### config.mk
export PLATFORM = sky130hd
export DESIGN_NAME = conditional_branch_unit
export DESIGN_NICKNAME = d
export VERILOG_FILES = /design/src/branch_cond_eval.v /design/src/branch_target_add.v /design/src/conditional_branch_unit.v
export VERILOG_INCLUDE_DIRS = /design/src /design/src/src
export SDC_FILE = /design/constraint.sdc
export NUM_CORES = 1
export LEC_CHECK = 0
export ABC_AREA = 1
export BUFFER_PORTS_ARGS = -buffer_cell sky130_fd_sc_hd__buf_2
export CAP_MARGIN = 20
export CORE_UTILIZATION = 50
export DETAILED_ROUTE_END_ITERATION = 8
export GPL_TIMING_DRIVEN = 1
export PLACE_DENSITY = 0.74
export SYNTH_ARGS = -nofsm -noshare
export SYNTH_HDL_FRONTEND = slang
export SYNTH_HIERARCHICAL = 1
export SYNTH_SLANG_ARGS = --single-unit
### constraint.sdc
create_clock -name core_clk_i -period 1.3 [get_ports core_clk_i]
set_input_delay 0.26 -clock core_clk_i [delete_from_list [all_inputs] [get_ports core_clk_i]]
set_output_delay 0.26 -clock core_clk_i [all_outputs]
set_load 0.02 [all_outputs]
### src/branch_unit_defines.vh
`ifndef BRANCH_UNIT_DEFINES_VH
`define BRANCH_UNIT_DEFINES_VH

// ***********************************************************************
// widths
// ***********************************************************************
`define PC_WIDTH              16
`define OFFSET_WIDTH          7
`define SEL_WIDTH             4
`define REG_ADDR_WIDTH        4
`define REG_DATA_WIDTH        16

// ***********************************************************************
// branch condition select codes
// ***********************************************************************
`define SEL_SAME_OR_HIGHER    4'h0
`define SEL_UNSIGNED_LOWER    4'h1
`define SEL_ON_NEGATIVE       4'h2
`define SEL_ON_NONNEGATIVE    4'h3
`define SEL_SIGNED_GE         4'h4
`define SEL_SIGNED_LT         4'h5
`define SEL_HALF_CARRY_SET    4'h6
`define SEL_HALF_CARRY_CLEAR  4'h7
`define SEL_TRANSFER_SET      4'h8
`define SEL_TRANSFER_CLEAR    4'h9
`define SEL_OVERFLOW_SET      4'ha

// ***********************************************************************
// register offsets
// ***********************************************************************
`define REG_CTRL              4'h0
`define REG_STATUS            4'h1
`define REG_TAKEN_COUNT       4'h2
`define REG_NOT_TAKEN_COUNT   4'h3
`define REG_LAST_TARGET       4'h4
`define REG_LAST_ADDR         4'h5

// ***********************************************************************
// field positions
// ***********************************************************************
`define CTRL_ENABLE_BIT       0
`define CTRL_COUNT_CLR_BIT    1
`define STATUS_BUSY_BIT       0
`define STATUS_LAST_TAKEN_BIT 1
`define STATUS_ILLEGAL_BIT    2

// ***********************************************************************
// reset values and timing
// ***********************************************************************
`define CTRL_RESET            1'b1
`define COUNT_RESET           16'h0000
`define PC_RESET              16'h0000
`define TAKEN_CYCLES          2
`define NOT_TAKEN_CYCLES      1
`define PC_STEP               16'h0001

`endif

### src/branch_cond_eval.v
`include "branch_unit_defines.vh"
`default_nettype none

// ***********************************************************************
// condition evaluation from the status flags
// ***********************************************************************
module branch_cond_eval
(
   input  wire [`SEL_WIDTH-1:0] sel_i,
   input  wire                  carry_i,
   input  wire                  negative_i,
   input  wire                  overflow_i,
   input  wire                  half_carry_i,
   input  wire                  transfer_i,
   output reg                   cond_o,
   output reg                   legal_o
);

   wire sign_lt;

   // signed compare result is n xor v
   assign sign_lt = negative_i ^ overflow_i;

   // one flag test per select code; unknown codes are flagged illegal
   always @*
   begin
      cond_o  = 1'b0;
      legal_o = 1'b1;
      case (sel_i)
         `SEL_SAME_OR_HIGHER:   cond_o = (carry_i == 1'b0);      // see [RULE1]
         `SEL_UNSIGNED_LOWER:   cond_o = (carry_i == 1'b1);      // see [RULE2]
         `SEL_ON_NEGATIVE:      cond_o = (negative_i == 1'b1);   // see [RULE3]
         `SEL_ON_NONNEGATIVE:   cond_o = (negative_i == 1'b0);   // see [RULE4]
         `SEL_SIGNED_GE:        cond_o = (sign_lt == 1'b0);      // see [RULE5]
         `SEL_SIGNED_LT:        cond_o = (sign_lt == 1'b1);      // see [RULE6]
         `SEL_HALF_CARRY_SET:   cond_o = (half_carry_i == 1'b1); // see [RULE7]
         `SEL_HALF_CARRY_CLEAR: cond_o = (half_carry_i == 1'b0); // see [RULE8]
         `SEL_TRANSFER_SET:     cond_o = (transfer_i == 1'b1);   // see [RULE9]
         `SEL_TRANSFER_CLEAR:   cond_o = (transfer_i == 1'b0);   // see [RULE10]
         `SEL_OVERFLOW_SET:     cond_o = (overflow_i == 1'b1);   // see [RULE11]
         default:               legal_o = 1'b0;
      endcase
   end

endmodule

`default_nettype wire

### src/branch_target_add.v
`include "branch_unit_defines.vh"
`default_nettype none

// ***********************************************************************
// target and fall-through address arithmetic
// ***********************************************************************
module branch_target_add
(
   input  wire [`PC_WIDTH-1:0]     addr_i,
   input  wire [`OFFSET_WIDTH-1:0] offset_i,
   output wire [`PC_WIDTH-1:0]     target_o,
   output wire [`PC_WIDTH-1:0]     next_seq_o
);

   wire [`PC_WIDTH-1:0] offset_ext;

   // sign extension lets the offset reach backward as well as forward
   assign offset_ext = {{(`PC_WIDTH-`OFFSET_WIDTH){offset_i[`OFFSET_WIDTH-1]}},
                        offset_i};                                // see [RULE14]

   // wraps modulo the counter width, as the program counter itself does
   assign target_o   = addr_i + offset_ext + `PC_STEP;            // see [RULE12]
   assign next_seq_o = addr_i + `PC_STEP;

endmodule

`default_nettype wire

### src/conditional_branch_unit.v
// Functional notes
// [RULE1] same-or-higher taken when carry is 0
// [RULE2] unsigned lower taken when carry is 1
// [RULE3] negative branch taken when negative is 1
// [RULE4] nonnegative branch taken when negative is 0
// [RULE5] signed ge taken when n xor v is 0
// [RULE6] signed lt taken when n xor v is 1
// [RULE7] half-carry-set taken when half carry is 1
// [RULE8] half-carry-clear taken when half carry is 0
// [RULE9] transfer-set taken when transfer flag is 1
// [RULE10] transfer-clear taken when transfer flag is 0
// [RULE11] overflow-set taken when overflow is 1
// [RULE12] taken target is address plus offset plus one
// [RULE13] no flag writes; one or two cycles
// [RULE14] offset sign-extended before the add
// [RULE15] taken branch discards the already fetched instruction
//
// Chosen here: the address-and-strobe port and the register offsets.
`include "branch_unit_defines.vh"
`default_nettype none

module conditional_branch_unit
(
   input  wire                      core_clk_i,
   input  wire                      reset_n_i,
   // branch request from the decoder
   input  wire                      br_valid_i,
   input  wire [`SEL_WIDTH-1:0]     br_sel_i,
   input  wire [`OFFSET_WIDTH-1:0]  br_offset_i,
   input  wire [`PC_WIDTH-1:0]      br_addr_i,
   // status flags, same clock domain
   input  wire                      flag_carry_i,
   input  wire                      flag_negative_i,
   input  wire                      flag_overflow_i,
   input  wire                      flag_half_carry_i,
   input  wire                      flag_transfer_i,
   // program counter update
   output reg                       br_done_o,
   output reg                       br_taken_o,
   output reg                       pc_load_o,
   output reg  [`PC_WIDTH-1:0]      program_counter_o,
   output reg                       fetch_flush_o,
   output wire                      br_busy_o,
   output reg                       flag_write_en_o,
   // register port
   input  wire [`REG_ADDR_WIDTH-1:0] reg_addr_i,
   input  wire [`REG_DATA_WIDTH-1:0] reg_wdata_i,
   input  wire                      reg_write_i,
   input  wire                      reg_read_i,
   output reg  [`REG_DATA_WIDTH-1:0] reg_rdata_o
);

   // ***********************************************************************
   // states
   // ***********************************************************************
   localparam [0:0] ST_IDLE    = 1'b0;
   localparam [0:0] ST_REFETCH = 1'b1;

   reg                       state_reg;
   reg                       state_next;
   reg                       enable_reg;
   reg                       last_taken_reg;
   reg                       illegal_reg;
   reg  [`REG_DATA_WIDTH-1:0] taken_count_reg;
   reg  [`REG_DATA_WIDTH-1:0] not_taken_count_reg;
   reg  [`PC_WIDTH-1:0]      last_target_reg;
   reg  [`PC_WIDTH-1:0]      last_addr_reg;

   wire                      cond_true;
   wire                      sel_legal;
   wire [`PC_WIDTH-1:0]      target_addr;
   wire [`PC_WIDTH-1:0]      seq_addr;
   wire                      accept;
   wire                      go_taken;
   wire                      illegal_req;
   wire                      count_clr;
   wire                      ctrl_write;
   wire                      status_write;

   // ***********************************************************************
   // condition and address datapath
   // ***********************************************************************

   // flag test for the selected branch kind
   branch_cond_eval u_cond
   (
      .sel_i        (br_sel_i),
      .carry_i      (flag_carry_i),
      .negative_i   (flag_negative_i),
      .overflow_i   (flag_overflow_i),
      .half_carry_i (flag_half_carry_i),
      .transfer_i   (flag_transfer_i),
      .cond_o       (cond_true),
      .legal_o      (sel_legal)
   );

   // taken and fall-through addresses
   branch_target_add u_add
   (
      .addr_i     (br_addr_i),
      .offset_i   (br_offset_i),
      .target_o   (target_addr),
      .next_seq_o (seq_addr)
   );

   // ***********************************************************************
   // request acceptance
   // ***********************************************************************

   // requests during the refetch cycle are dropped: the decoder must stall
   assign accept      = br_valid_i & enable_reg & sel_legal & (state_reg == ST_IDLE);
   assign go_taken    = accept & cond_true;
   assign illegal_req = br_valid_i & enable_reg & ~sel_legal & (state_reg == ST_IDLE);
   assign br_busy_o   = (state_reg == ST_REFETCH);

   // ***********************************************************************
   // state machine
   // ***********************************************************************

   // taken costs one extra cycle, not taken finishes in one
   always @*
   begin
      state_next = state_reg;
      case (state_reg)
         ST_IDLE:
         begin
            if (go_taken)
               state_next = ST_REFETCH;                           // see [RULE13]
         end
         ST_REFETCH:
            state_next = ST_IDLE;                                 // see [RULE13]
         default:
            state_next = ST_IDLE;
      endcase
   end

   always @(posedge core_clk_i or negedge reset_n_i)
   begin
      if (!reset_n_i)
         state_reg <= ST_IDLE;
      else
         state_reg <= state_next;
   end

   // ***********************************************************************
   // program counter outputs
   // ***********************************************************************

   // all outputs registered; done pulses once per accepted branch
   always @(posedge core_clk_i or negedge reset_n_i)
   begin
      if (!reset_n_i)
      begin
         br_done_o         <= 1'b0;
         br_taken_o        <= 1'b0;
         pc_load_o         <= 1'b0;
         program_counter_o <= `PC_RESET;
         fetch_flush_o     <= 1'b0;
         flag_write_en_o   <= 1'b0;
      end
      else
      begin
         br_done_o       <= accept;
         br_taken_o      <= go_taken;
         pc_load_o       <= go_taken;                             // see [RULE12]
         fetch_flush_o   <= go_taken;                             // see [RULE15]
         flag_write_en_o <= 1'b0;                                 // see [RULE13]
         if (accept)
         begin
            // fall-through still reported so the fetch side can check it
            if (cond_true)
               program_counter_o <= target_addr;                  // see [RULE12]
            else
               program_counter_o <= seq_addr;
         end
      end
   end

   // ***********************************************************************
   // software visible state
   // ***********************************************************************
   assign ctrl_write   = reg_write_i & (reg_addr_i == `REG_CTRL);
   assign status_write = reg_write_i & (reg_addr_i == `REG_STATUS);
   assign count_clr    = ctrl_write & reg_wdata_i[`CTRL_COUNT_CLR_BIT];

   // control: enable gates all branch evaluation
   always @(posedge core_clk_i or negedge reset_n_i)
   begin
      if (!reset_n_i)
         enable_reg <= `CTRL_RESET;
      else if (ctrl_write)
         enable_reg <= reg_wdata_i[`CTRL_ENABLE_BIT];
   end

   // illegal select is sticky; a new event wins over a write-one clear
   always @(posedge core_clk_i or negedge reset_n_i)
   begin
      if (!reset_n_i)
         illegal_reg <= 1'b0;
      else if (illegal_req)
         illegal_reg <= 1'b1;
      else if (status_write & reg_wdata_i[`STATUS_ILLEGAL_BIT])
         illegal_reg <= 1'b0;
   end

   // branch history for software
   always @(posedge core_clk_i or negedge reset_n_i)
   begin
      if (!reset_n_i)
      begin
         last_taken_reg  <= 1'b0;
         last_target_reg <= `PC_RESET;
         last_addr_reg   <= `PC_RESET;
      end
      else if (accept)
      begin
         last_taken_reg  <= cond_true;
         last_target_reg <= target_addr;
         last_addr_reg   <= br_addr_i;
      end
   end

   // counters wrap; a clear in the same cycle as a count loses the count
   always @(posedge core_clk_i or negedge reset_n_i)
   begin
      if (!reset_n_i)
      begin
         taken_count_reg     <= `COUNT_RESET;
         not_taken_count_reg <= `COUNT_RESET;
      end
      else if (count_clr)
      begin
         taken_count_reg     <= `COUNT_RESET;
         not_taken_count_reg <= `COUNT_RESET;
      end
      else if (accept)
      begin
         if (cond_true)
            taken_count_reg <= taken_count_reg + 16'h0001;
         else
            not_taken_count_reg <= not_taken_count_reg + 16'h0001;
      end
   end

   // ***********************************************************************
   // read port
   // ***********************************************************************

   // data stands for exactly the cycle after the strobe, zero otherwise
   always @(posedge core_clk_i or negedge reset_n_i)
   begin
      if (!reset_n_i)
         reg_rdata_o <= 16'h0000;
      else if (reg_read_i)
      begin
         case (reg_addr_i)
            `REG_CTRL:
               reg_rdata_o <= {15'h0000, enable_reg};
            `REG_STATUS:
               reg_rdata_o <= {13'h0000, illegal_reg, last_taken_reg, br_busy_o};
            `REG_TAKEN_COUNT:
               reg_rdata_o <= taken_count_reg;
            `REG_NOT_TAKEN_COUNT:
               reg_rdata_o <= not_taken_count_reg;
            `REG_LAST_TARGET:
               reg_rdata_o <= last_target_reg;
            `REG_LAST_ADDR:
               reg_rdata_o <= last_addr_reg;
            default:
               reg_rdata_o <= 16'h0000;
         endcase
      end
      else
         reg_rdata_o <= 16'h0000;
   end

endmodule

`default_nettype wire

* After elaboration in Yosys (flattened, before gate mapping) *
Index checks and enable logic that the tools add are counted.

cells by class
  $add $sub $neg = 5
  equal/unequal tests = 16
  muxes and demuxes = 15
  bitwise gates (word level) = 18
  reductions and logical operators = 8

operators by type and width
  operator                                             count
  2-to-1 mux 16 bit                                    8
  one-hot mux 16 bit (6 select lines)                  1
  adder 16 x 1 -> 16 bit, second input constant        4
  equality test 4 x 3 -> 1 bit, second input constant  6
  adder 16 bit                                         1
  equality test 4 x 2 -> 1 bit, second input constant  4
  equality test 4 bit, second input constant           3
  one-hot mux 1 bit (11 select lines)                  1
  OR reduction 11 bit                                  1
  bitwise AND 1 bit                                    10
  equality test 4 x 1 -> 1 bit, second input constant  2
  logical NOT 4 bit                                    2
  NOT 1 bit                                            7
  nonzero test 2 bit                                   3
  2-to-1 mux 1 bit                                     4
  AND reduction 2 bit                                  2
  != test 2 x 1 -> 1 bit, second input constant        1
  one-hot mux 1 bit (2 select lines)                   1
  bitwise XOR 1 bit                                    1

word-level totals
  flip-flop bits (word level) = 102
  output and inout bits = 38
  logic and storage cells = 74

* Depth between registers and ports, before layout *
Gate-level depths: netlist (run 1).

  depth in word-level cells = 8
  gate-level depth with buffers = 14
  depth with buffers taken out = 14

* Cells and area by module *
The synthesis (run 1) kept the hierarchy.

by module, submodules not included
  module                   instances  cells an instance  area each (sq um)  seq. area each (sq um)
  conditional_branch_unit  1          624                4908.5             2553.7
  branch_target_add        1          237                1241.2             0.0
  branch_cond_eval         1          48                 197.7              0.0

* Worst setup path before layout (run 1) *
OpenSTA, ideal clock, no wires.

  path type = input port to flip-flop
  start = input port br_addr_i[0]
  end = register program_counter_o[14]
  setup time = 0.087 ns
  arrival = 1.570 ns
  data required time = 1.213 ns
  path slack = -0.357 ns
  cell stages on the path = 13
  path buffers = 0
  cells stage by stage = inv_1 -> ha_1 -> inv_1 -> fa_1 -> nand2_1 -> nand3_1 -> nand3_1 -> nand2_1 -> nand2_1 -> nand3_1 -> nand2_1 -> nand2_1 -> o211ai_1

between the ends
  word-level cells in the longest chain between the ends = 3
  elaborated cells between the ends (all ways) = 4
  those cells by class = add/sub (3); mux (1)

ends and longest elaborated chain
  element                           RTL line                       RTL
  start, declared                   conditional_branch_unit.v:30   input wire [`PC_WIDTH-1:0] br_addr_i,
  adder 16 bit                      branch_target_add.v:22         assign target_o = addr_i + offset_ext + `PC_STEP;
  adder 16 x 1 -> 16 bit (no line)  n/a
  via target_addr[14]               conditional_branch_unit.v:71   wire [`PC_WIDTH-1:0] target_addr;
  2-to-1 mux 16 bit                 conditional_branch_unit.v:171  if (cond_true)
  end signal, assigned              conditional_branch_unit.v:157  program_counter_o <= `PC_RESET;
  end signal, assigned              conditional_branch_unit.v:172  program_counter_o <= target_addr;
  end signal, assigned              conditional_branch_unit.v:174  program_counter_o <= seq_addr;
  end, declared                     conditional_branch_unit.v:41   output reg [`PC_WIDTH-1:0] program_counter_o,

The timed path passes the listed nets, and every way through them passes these cells.
A chain may end at the register's enable or synchronous reset.

* Final worst setup path (run 1) *
  start = register enable_reg
  end = register program_counter_o[1]

between the ends
  word-level cells in the longest chain between the ends = 3

ends and longest elaborated chain
  element                         RTL line                       RTL
  start, declared                 conditional_branch_unit.v:61   reg enable_reg;
  start signal, assigned          conditional_branch_unit.v:190  enable_reg <= `CTRL_RESET;
  start signal, assigned          conditional_branch_unit.v:192  enable_reg <= reg_wdata_i[`CTRL_ENABLE_BIT];
  bitwise AND 1 bit (3 in a row)  conditional_branch_unit.v:111  assign accept = br_valid_i & enable_reg & sel_legal & (state_reg == ST_IDLE);

No other way between the ends.

==> results of run 1 <==
-- logic make-up after synthesis --
group	Yosys count	synth area share
AND/OR/NAND/NOR	510	0.338
buffers and inverters	146	0.0936
AO/OA/AOI/OAI	108	0.0942
flip-flops	102	0.402
XOR/XNOR	22	0.0304
adder cells (fa/ha/maj)	19	0.0386
other	1	0.000591
multiplexers	1	0.00177
-- report_power, final --
group | switching [mW] | leakage (nW) | internal, mW
Combinational | 2.69 | 3.28 | 1.89
Clock | 1.31 | 0.133 | 1.32
Sequential | 0.611 | 1.31 | 4.11
-- layer usage --
| layer | global-route usage | up-vias | part of all wire |
|---|---|---|---|
| li1 | - | 3271 | - |
| met1 | 0.370 | 3241 | 0.40 |
| met2 | 0.567 | 264 | 0.51 |
| met3 | 0.0476 | 72 | 0.053 |
| met4 | 0.179 | 0 | 0.047 |
| met5 | 0 | - | 0 |
-- worst register-to-register path, cell delays in order (launching register included) --
cell	delay, ps
dfstp_2	560
nand2_4	70
nor2_4	170
buf_6	140
nand2_8	60
buf_12	170
inv_12	90
buf_4	120
nand2_4	40
o211ai_1	190
-- path summary, 6_finish.rpt --
| kind | start | slack (ps) | to |
|---|---|---|---|
| worst min-delay path | reg_wdata_i[0] | 140 | enable_reg |
| worst min register to register | last_addr_reg[9] | 480 | last_addr_reg[9] |
| min in group asynchronous | reset_n_i | 360 | taken_count_reg[4] |
| worst max register to register | enable_reg | -400 | program_counter_o[1] |
| worst max-delay path | enable_reg | -400 | program_counter_o[1] |
| max in group asynchronous | reset_n_i | 450 | last_addr_reg[13] |
-- per-stage QoR --
step           setup TNS [ps]  instance area [sq um]
3_5_place_dp           -35410                   8000
2_1_floorplan           -6120                   6730
4_1_cts                -14790                   8980
6_report               -23470                   9200
3_3_place_gp           -32550                   8000
5_1_grt                -28550                   9200
-- repair_timing --
action,in CTS,in global routing
setup endpoints to repair,83,85
endpoints found under the hold margin,17,0
hold buffers,1,0
cloned,10,0
pin swaps,36,23
resized for setup,112,42
setup buffers,16,5
-- Yosys cell counts (all sizes together) --
cell type	count
o211ai	18
nand4	6
nor3b	2
nor2	118
xnor2	7
o31ai	1
xor2	15
mux2	1
o22ai	8
a21oi	28
clkbuf	7
or2	1
nand3b	1
inv	120
fa	1
clkinv	1
nor3	16
ha	18
nand3	73
o21ai	53
dfrtp	101
dfstp	1
nand2	293
buf	18
conb	1
-- cell type report --
type / instances / area, sq um
clock buffer: 9 / 225
inverter: 121 / 538
fill: 870 / 3020
sequential: 102 / 2550
tap: 168 / 210
multi-input combinational: 663 / 3880
timing repair buffer: 208 / 1700
clock inverter: 7 / 58.8
timing repair inverter: 2 / 27.5
==> results.md, run 1 <==
- Status: finished, violations left
- Failing checks: setup timing
- Static Leak: between 4 and 5 nW
- Crit. End Element: flop
- Ant. Diodes: 0
- Worst EP required: around 1600 ps
- Critical path depth: 9
- Setup violations, final: 85
- Routed WL per cell: between 15 and 20 um
- Worst Slack Setup Final: -399 ps
- Drc violations: 0
- GR Util All Layers: 0.320
- Pre-CTS setup slack: -628 ps
- Routed Antenna Nets: 0
- Clk sinks: slightly above 100
- Most frequent cells in the layout: 236 x nand2_1, 107 x inv_1, 101 x nor2_1, 101 x dfrtp_1, 100 x buf_4
- Syn Inst Count: roughly 910
- Vert. Die Dim: about 110 um
- CP bufs+invs: 4
- I/O Pins: 95
- First-pass GRT wire length: 32,300 um
- CP arrival: 1970 ps
- RSZ-0062 raised after global routing: yes
- Vias per cell: 5.35
- Hold Worst Slack: ~140 ps
- DP Cell Count: roughly 1,200
- Final Cycle Share: 1.31
- Htree depth: 3
- CORE AREA: around 12,000 sq um
- Drt total wl: 20,300 um
- Die width: approximately 110 um
- Mapped Avg Cell Area: about 7.0 sq um
- Max Cap Violations: 0
- Rows: 40
- Initial antenna violation count: 0
- DR iter-0 viols: 527
- Finished Layout Cells: 1,280
- PD cells: about 1300 nW/um^2
- Post-synth net total: between 900 and 1,000
- Largest net degree at the start of global routing: 34
- Post-DP HPWL: around 13,000 um
- Clock Skew: around 9.4 ps
- Final Power: about 12 mW
- Unique masters post-synth: 35
- Root buffer cell: clkbuf_16
- Vias: slightly below 7,000
- CTS clk-pin slew, worst paths: ~70 ps
- Die ar.: about 13,000 sq um
- Sequential-to-total area share from yosys stat: 0.402
- Max Buffers Root-to-Sink: 2
- Syn Std Cell Area: between 6000 and 7000 sq um
- CTS tree: yes
- Dominant cell type by area after synthesis: dfrtp_1
- Worst Reg-to-Reg Cells: 9
- Inserted Clock Buffers: 9
- Detailed Routing Iterations Pass 1: 5
- WHS Path Cells: 2
- Most common cell after layout, fill and taps aside: nand2_1
- Final Hold Fails: 0
- Fin crit period: between 1500 and 2000 ps
- Cell mode on critical path: nand2_4
- Hold Path Class: input pin to flop
- Yosys Warn Count: 6
- Initial core utilization: 0.520
- CP Max Fanout: 7
- Skew-Pair Late Insertion Delay: between 300 and 400 ps
- FMAX: a little under 600 MHz
- P&R area growth vs syn: 44.9%
- Layout cells sized above 1: 0.339
- Slew Viols, Final: 0
- IR drop worst, VDD: ~0.8 mV
- Final core occ: 0.753
- Gr ovfl total: 0
- CP top delay family: flip-flops
- Vias in the first global route: just under 7,000
- Yosys reg bits: between 100 and 150
- Cell chain of the critical path: nand2_4 -> nor2_4 -> buf_6 -> nand2_8 -> buf_12 -> inv_12 -> buf_4 -> nand2_4 -> o211ai_1
- GPL Wtd Cong: roughly 0.88
- Fin nets: 1,183
- CP Class: flop to flop
- Top cell type's share of synthesized area: 0.398
- CP max stage delay: about 560 ps
- PortBufs: 80
- Crit-path slowest cell: dfstp_2
- Ranking of synthesized cells by area: dfrtp_1 40%, nand2_1 17%, inv_1 6.7%
- Startpoint types: flop
Power figures use the tool's default switching activity.
==> inputs of run 2 (changes only) <==
--- a/config.mk
+++ b/config.mk
@@ -6,13 +6,13 @@
 export SDC_FILE = /design/constraint.sdc
 export NUM_CORES = 1
 export LEC_CHECK = 0
-export ABC_AREA = 1
 export BUFFER_PORTS_ARGS = -buffer_cell sky130_fd_sc_hd__buf_2
 export CAP_MARGIN = 20
 export CORE_UTILIZATION = 50
 export DETAILED_ROUTE_END_ITERATION = 8
 export GPL_TIMING_DRIVEN = 1
-export PLACE_DENSITY = 0.74
+export HOLD_SLACK_MARGIN = 0.12
+export PLACE_DENSITY = 0.75
 export SYNTH_ARGS = -nofsm -noshare
 export SYNTH_HDL_FRONTEND = slang
 export SYNTH_HIERARCHICAL = 1
==> results.md, run 2 <==
- Routed Antenna Nets: 0 (unchanged)
- Final Cycle Share: 1.71 (+0.403)
- Reg2Reg Launch Point: enable_reg
- Ranking of synthesized cells by area: dfrtp_1 43%, nand2_1 10%, xnor2_1 4.7%
- Most frequent cells in the layout: 139 x buf_4, 109 x nand2_1, 101 x dfrtp_1, 66 x buf_2, 46 x buf_6
- Die ar.: 12,100 sq um (-8.3%)
- Max Buffers Root-to-Sink: 2 (unchanged)
- CP arrival: 2530 ps (+560 ps)
- Largest net degree at the start of global routing: 38 (+12%)
- Clk sinks: 102 (unchanged)
- Root buffer cell: clkbuf_16
- EDFF count, synth: 0 (unchanged)
- PD cells: 1270 nW/um^2 (-2.3%)
- Unique masters post-synth: 65 (+86%)
- Yosys Warn Count: 6 (unchanged)
- Top cell type's share of synthesized area: 0.435 (+0.0368)
- Post-synth net total: 728 (-26%)
- Setup violations, final: 89 (+4.7%)
- Post-DP HPWL: 12,300 um (-5.3%)
- PortBufs: 80 (unchanged)
- Crit. End Element: flop
- Startpoint types: input pin
- Worst Hold End: enable_reg
- Sequential-to-total area share from yosys stat: 0.439 (+0.0372)
- Most common cell after layout, fill and taps aside: buf_4
- Static Leak: 4.62 nW (-2.2%)
- Hold Path Class: input pin to flop
- Slew Viols, Final: 0 (unchanged)
- Syn Std Cell Area: 5810 sq um (-8.5%)
- Mapped Avg Cell Area: 8.91 sq um (+28%)
- Yosys reg bits: 102 (unchanged)
- Detailed Routing Iterations Pass 1: 8 (+3)
- Flop2flop setup slack: -680 ps (-280 ps)
- Vias: 6,918 (+1.0%)
- Routed WL per cell: 23.5 um (+48%)
- Final Hold Fails: 0 (unchanged)
- WHS Path Cells: 2 (unchanged)
- DR iter-0 viols: 912 (+73%)
- P&R area growth vs syn: 66.3%
- Drc violations: 0 (unchanged)
- CP Max Fanout: 7 (unchanged)
- Fin nets: 991 (-16%)
- Final setup TNS: -39,280 ps (-15,810 ps)
- Hold path startpoint: reg_wdata_i[0]
- CP Class: input pin to flop
- Gr ovfl total: 0 (unchanged)
- Worst Reg-to-Reg Cells: 4 (-5)
- Max Cap Violations: 0 (unchanged)
- Layout cells sized above 1: 0.499 (+0.160)
- First-pass GRT wire length: 32,600 um (+1.1%)
- Inserted Clock Buffers: 9 (unchanged)
- Dominant cell type by area after synthesis: dfrtp_1
- Vert. Die Dim: 110 um (-4.2%)
- Initial core utilization: 0.511 (-0.00871)
- Finished Layout Cells: 1,063 (-17%)
- Initial antenna violation count: 0 (unchanged)
- Post-synth top cells: 156 x nand2_1, 101 x dfrtp_1, 40 x a21oi_1, 31 x xnor2_1
- Skew-Pair Late Insertion Delay: 370 ps (about the same)
- DP Cell Count: 990 (-20%)
- Fin crit period: 2220 ps (+524 ps)
- I/O Pins: 95 (unchanged)
- Htree depth: 3 (unchanged)
- Vias in the first global route: 6,263 (-7.7%)
- IR drop worst, VDD: 1.10 mV (+41%)
- Worst EP required: 1600 ps (+30 ps)
- Failing checks: setup timing
- R2r endpoint: not_taken_count_reg[12]
- Ant. Diodes: 0 (unchanged)
- Most frequent cell after synthesis: nand2_1
- Die width: 110 um (-4.2%)
- CTS clk-pin slew, worst paths: 80 ps (about the same)
- Max-Slew Margin vs Limit: 0.591
- Ys async rst share: 1.00 (unchanged)
- CTS tree: yes
- Worst Slack Setup Final: -923 ps (-524 ps)
- Rows: 39 (-2.5%)
- Synth Flop Type: dfrtp_1
- Final Power: 12.3 mW (+2.7%)
- RSZ-0062 raised after global routing: yes
- Vias per cell: 6.51 (+22%)
- Clock Skew: 11.0 ps (+1.61 ps)
- Status: finished, violations left
- CORE AREA: 11,400 sq um (-6.9%)
- Drt total wl: 24,900 um (+23%)
- Syn Inst Count: 652 (-28%)
- GR Util All Layers: 0.362 (+0.0420)
- Least-Margin Pin Slew: between 600 and 700 ps
- GPL Wtd Cong: 0.890 (+1.2%)
- FMAX: 450 MHz (-24%)
-- run 2: cell families (layout without fill, tap and decap cells) --
kind of cell,after synthesis,after routing,share of synthesized area
AND/OR/NAND/NOR,287,287,0.238
AO/OA/AOI/OAI,129,129,0.147
flip-flops,102,102,0.439
buffers and inverters,53,321,0.0364
XOR/XNOR,39,39,0.0588
multiplexers,22,22,0.0383
adder cells (fa/ha/maj),19,19,0.0422
other,1,1,0.000645
-- run 2: worst max path at each step --
stage | startpoint | endpoint | slack, ps | cells after the start
floorplan | br_offset_i[0] | program_counter_o[14] | -1080 | 11
global placement | br_offset_i[0] | program_counter_o[12] | -1280 | 13
detailed placement | br_offset_i[0] | program_counter_o[14] | -1350 | 12
CTS | br_offset_i[0] | program_counter_o[12] | -790 | 13
global route | flag_negative_i | not_taken_count_reg[12] | -910 | 9
finish | br_sel_i[1] | not_taken_count_reg[12] | -920 | 9
-- run 2: layout make-up --
| cell class | count | area (sq um) |
|---|---|---|
| clock buffer | 11 | 243 |
| sequential | 102 | 2550 |
| multi-input combinational | 497 | 4010 |
| fill | 534 | 1710 |
| clock inverter | 5 | 32.5 |
| inverter | 21 | 119 |
| timing repair buffer | 284 | 2520 |
| tap | 143 | 179 |
-- run 2: worst max-delay path: stages --
cell	delay [ps]
buf_8	110
and2b_1	240
nor3_2	70
a21o_1	160
a211o_1	330
nand4b_1	220
or4_4	570
or4_4	460
nand2_1	100
-- run 2: repair_timing --
action | 4_1_cts | 5_1_grt
endpoints found under the setup margin | 85 | 93
endpoints found under the hold margin | 102 | 0
hold buffers | 1 | 0
setup buffers | 33 | 29
resized for setup | 134 | 144
pin swaps | 57 | 71
cloned | 9 | 4
-- run 2: stage by stage --
| stage | util | worst slack, ps | hold WS (ps) | area [sq um] |
|---|---|---|---|---|
| after floorplan | - | -1080 | -35.6 | 6260 |
| after global placement | 0.679 | -1280 | 112 | 7710 |
| after detailed placement | 0.679 | -1350 | 115 | 7710 |
| after CTS | 0.799 | -787 | 143 | 9090 |
| after global routing | 0.850 | -909 | 143 | 9660 |
| final | 0.850 | -923 | 133 | 9660 |
-- run 2: power breakdown --
part	total [mW]	switching (mW)	internal, mW
Sequential	4.69	0.718	3.97
Combinational	4.88	2.65	2.23
Clock	2.69	1.33	1.36
-- run 2: per-layer routing --
| layer | global-route usage | routed length [um] |
|---|---|---|
| met5 | 0 | 0 |
| met4 | 0.197 | 1770 |
| met3 | 0.0729 | 2370 |
| met2 | 0.616 | 12000 |
| met1 | 0.427 | 8810 |
==> inputs of run 3 (changes only) <==
--- a/config.mk
+++ b/config.mk
@@ -17,3 +17,4 @@
 export SYNTH_HDL_FRONTEND = slang
 export SYNTH_HIERARCHICAL = 1
 export SYNTH_SLANG_ARGS = --single-unit
+export TNS_END_PERCENT = 30
==> results.md, run 3 (same netlist as run 2, synthesis figures left out) <==
- Rows: 39 (unchanged)
- Initial core utilization: 0.511 (unchanged)
- Least-Margin Pin Slew: 529 ps (-83.7 ps)
- Crit. End Element: flop
- Routed Antenna Nets: 0 (unchanged)
- Gr ovfl total: 0 (unchanged)
- Slew Viols, Final: 0 (unchanged)
- CTS clk-pin slew, worst paths: 70 ps (about the same)
- Hold Path Class: input pin to flop
- PortBufs: 80 (unchanged)
- Status: finished, violations left
- Vert. Die Dim: 110 um (unchanged)
- Final Cycle Share: 1.62 (-0.0852)
- Root buffer cell: clkbuf_16
- P&R area growth vs syn: 56.7%
- Static Leak: 4.34 nW (-6.2%)
- Final Power: 11.6 mW (-5.6%)
- Detailed Routing Iterations Pass 1: 9 (+1)
- CP arrival: 2390 ps (-140 ps)
- Drt total wl: 20,900 um (-16%)
- Vias per cell: 6.06 (-6.8%)
- Die ar.: 12,100 sq um (unchanged)
- Startpoint types: input pin
- First-pass GRT wire length: 29,200 um (-11%)
- Vias: 6,356 (-8.1%)
- Area after DPL: 7700 sq um (-0.19%)
- Most frequent cells in the layout: 160 x buf_4, 140 x nand2_1, 101 x dfrtp_1, 67 x buf_2
- CP Class: input pin to flop
- Die width: 110 um (unchanged)
- Final core occ: 0.801 (-0.0489)
- Ant. Diodes: 0 (unchanged)
- I/O Pins: 95 (unchanged)
- Clk sinks: 102 (unchanged)
- Top Usage Layer GRT: met2
- Routed WL per cell: 19.9 um (-15%)
- Worst EP required: 1580 ps (-20 ps)
- Setup violations, final: 89 (unchanged)
- M3 GR Usage: 0.0439 (-0.0290)
- GR Util All Layers: 0.317 (-0.0450)
- Post-DP HPWL: 12,500 um (+1.3%)
- Drc violations: 0 (unchanged)
- CORE AREA: 11,400 sq um (unchanged)
- Met1 usage in global routing: 0.386 (-0.0409)
- CP Max Fanout: 2 (-5)
- RSZ-0062 raised after global routing: yes
- Final Hold Fails: 0 (unchanged)
- FMAX: 473 MHz (+5.2%)
- PD cells: 1270 nW/um^2 (+0.17%)
- Hold Worst Slack: 145 ps (+11.5 ps)
- Grt met2 use: 0.560 (-0.0563)
- Inserted Clock Buffers: 9 (unchanged)
- DP Cell Count: 999 (+0.91%)
- Fin nets: 976 (-1.5%)
- Layout cells sized above 1: 0.441 (-0.0580)
- Max Buffers Root-to-Sink: 2 (unchanged)
- Max Cap Violations: 0 (unchanged)
- Worst Slack Setup Final: -812 ps (+111 ps)
- Fin crit period: 2110 ps (-111 ps)
- CTS tree: yes
- Vias in the first global route: 6,217 (-0.73%)
- Failing checks: setup timing
- DR iter-0 viols: 734 (-20%)
- Final Cell Area: 9110 sq um (-5.7%)
- Most common cell after layout, fill and taps aside: buf_4
- Skew-Pair Late Insertion Delay: 360 ps (about the same)
- Max-Slew Margin vs Limit: 0.638 (+0.0467)
- Finished Layout Cells: 1,048 (-1.4%)
- Largest net degree at the start of global routing: 46 (+21%)
- IR drop worst, VDD: 0.840 mV (-24%)
- Htree depth: 3 (unchanged)
- Initial antenna violation count: 0 (unchanged)
- GPL Wtd Cong: 0.980 (+10%)
- Clock Skew: 15.6 ps (+4.65 ps)
## run 3: final cells by class
type / count / area, sq um
well taps: 143 / 179
fillers: 652 / 2260
flip-flops and latches: 102 / 2550
repair buffers: 269 / 2190
clock buffers: 11 / 253
clock inverters: 5 / 62.6
multi-input cells: 497 / 3760
inverters: 21 / 109
## run 3: per-layer routing
metal | routed length, um | share of wire
met1 | 8130 | 0.39
met2 | 10500 | 0.50
met3 | 1360 | 0.065
met4 | 878 | 0.042
met5 | 0 | 0
## run 3: worst paths after layout
kind / start / to / slack (ps) / depth (start not counted)
max reg2reg: enable_reg / not_taken_count_reg[11] / -660 / 4
min reg2reg: program_counter_o[3] / program_counter_o[3] / 480 / 2
min in group asynchronous: reset_n_i / taken_count_reg[4] / 350 / 2
max: br_addr_i[0] / program_counter_o[14] / -810 / 12
max in group asynchronous: reset_n_i / taken_count_reg[13] / 390 / 3
min: reg_wdata_i[0] / enable_reg / 140 / 2
## run 3: what timing repair did
| item | CTS | global route |
|---|---|---|
| gates resized for setup | 98 | 76 |
| gates cloned | 2 | 2 |
| hold buffers | 1 | 0 |
| pin swaps | 36 | 32 |
| hold endpoints to repair | 19 | 0 |
| setup buffers | 13 | 16 |
| setup endpoints to repair | 85 | 90 |
## run 3: where the power goes
| group | internal (mW) | leakage (nW) | switching [mW] |
|---|---|---|---|
| Clock | 1.61 | 0.149 | 1.28 |
| Sequential | 3.97 | 1.33 | 0.628 |
| Combinational | 1.88 | 2.86 | 2.21 |
## run 3: critical path, stage by stage
cell and delay (ps):
buf_8 110, clkinv_8 40, ha_4 120, inv_2 40, fa_2 340, a21o_1 230, a221oi_4 290, o311ai_2 120
or4b_1 550, nand3_2 90, mux2i_1 80, o21ai_1 130
## run 3: per-stage QoR
stage	TNS [ps]	setup WS, ps
3_3_place_gp	-69360	-1280
2_1_floorplan	-40730	-1080
5_1_grt	-42540	-937
3_5_place_dp	-74120	-1360
6_report	-38850	-812
4_1_cts	-28720	-782
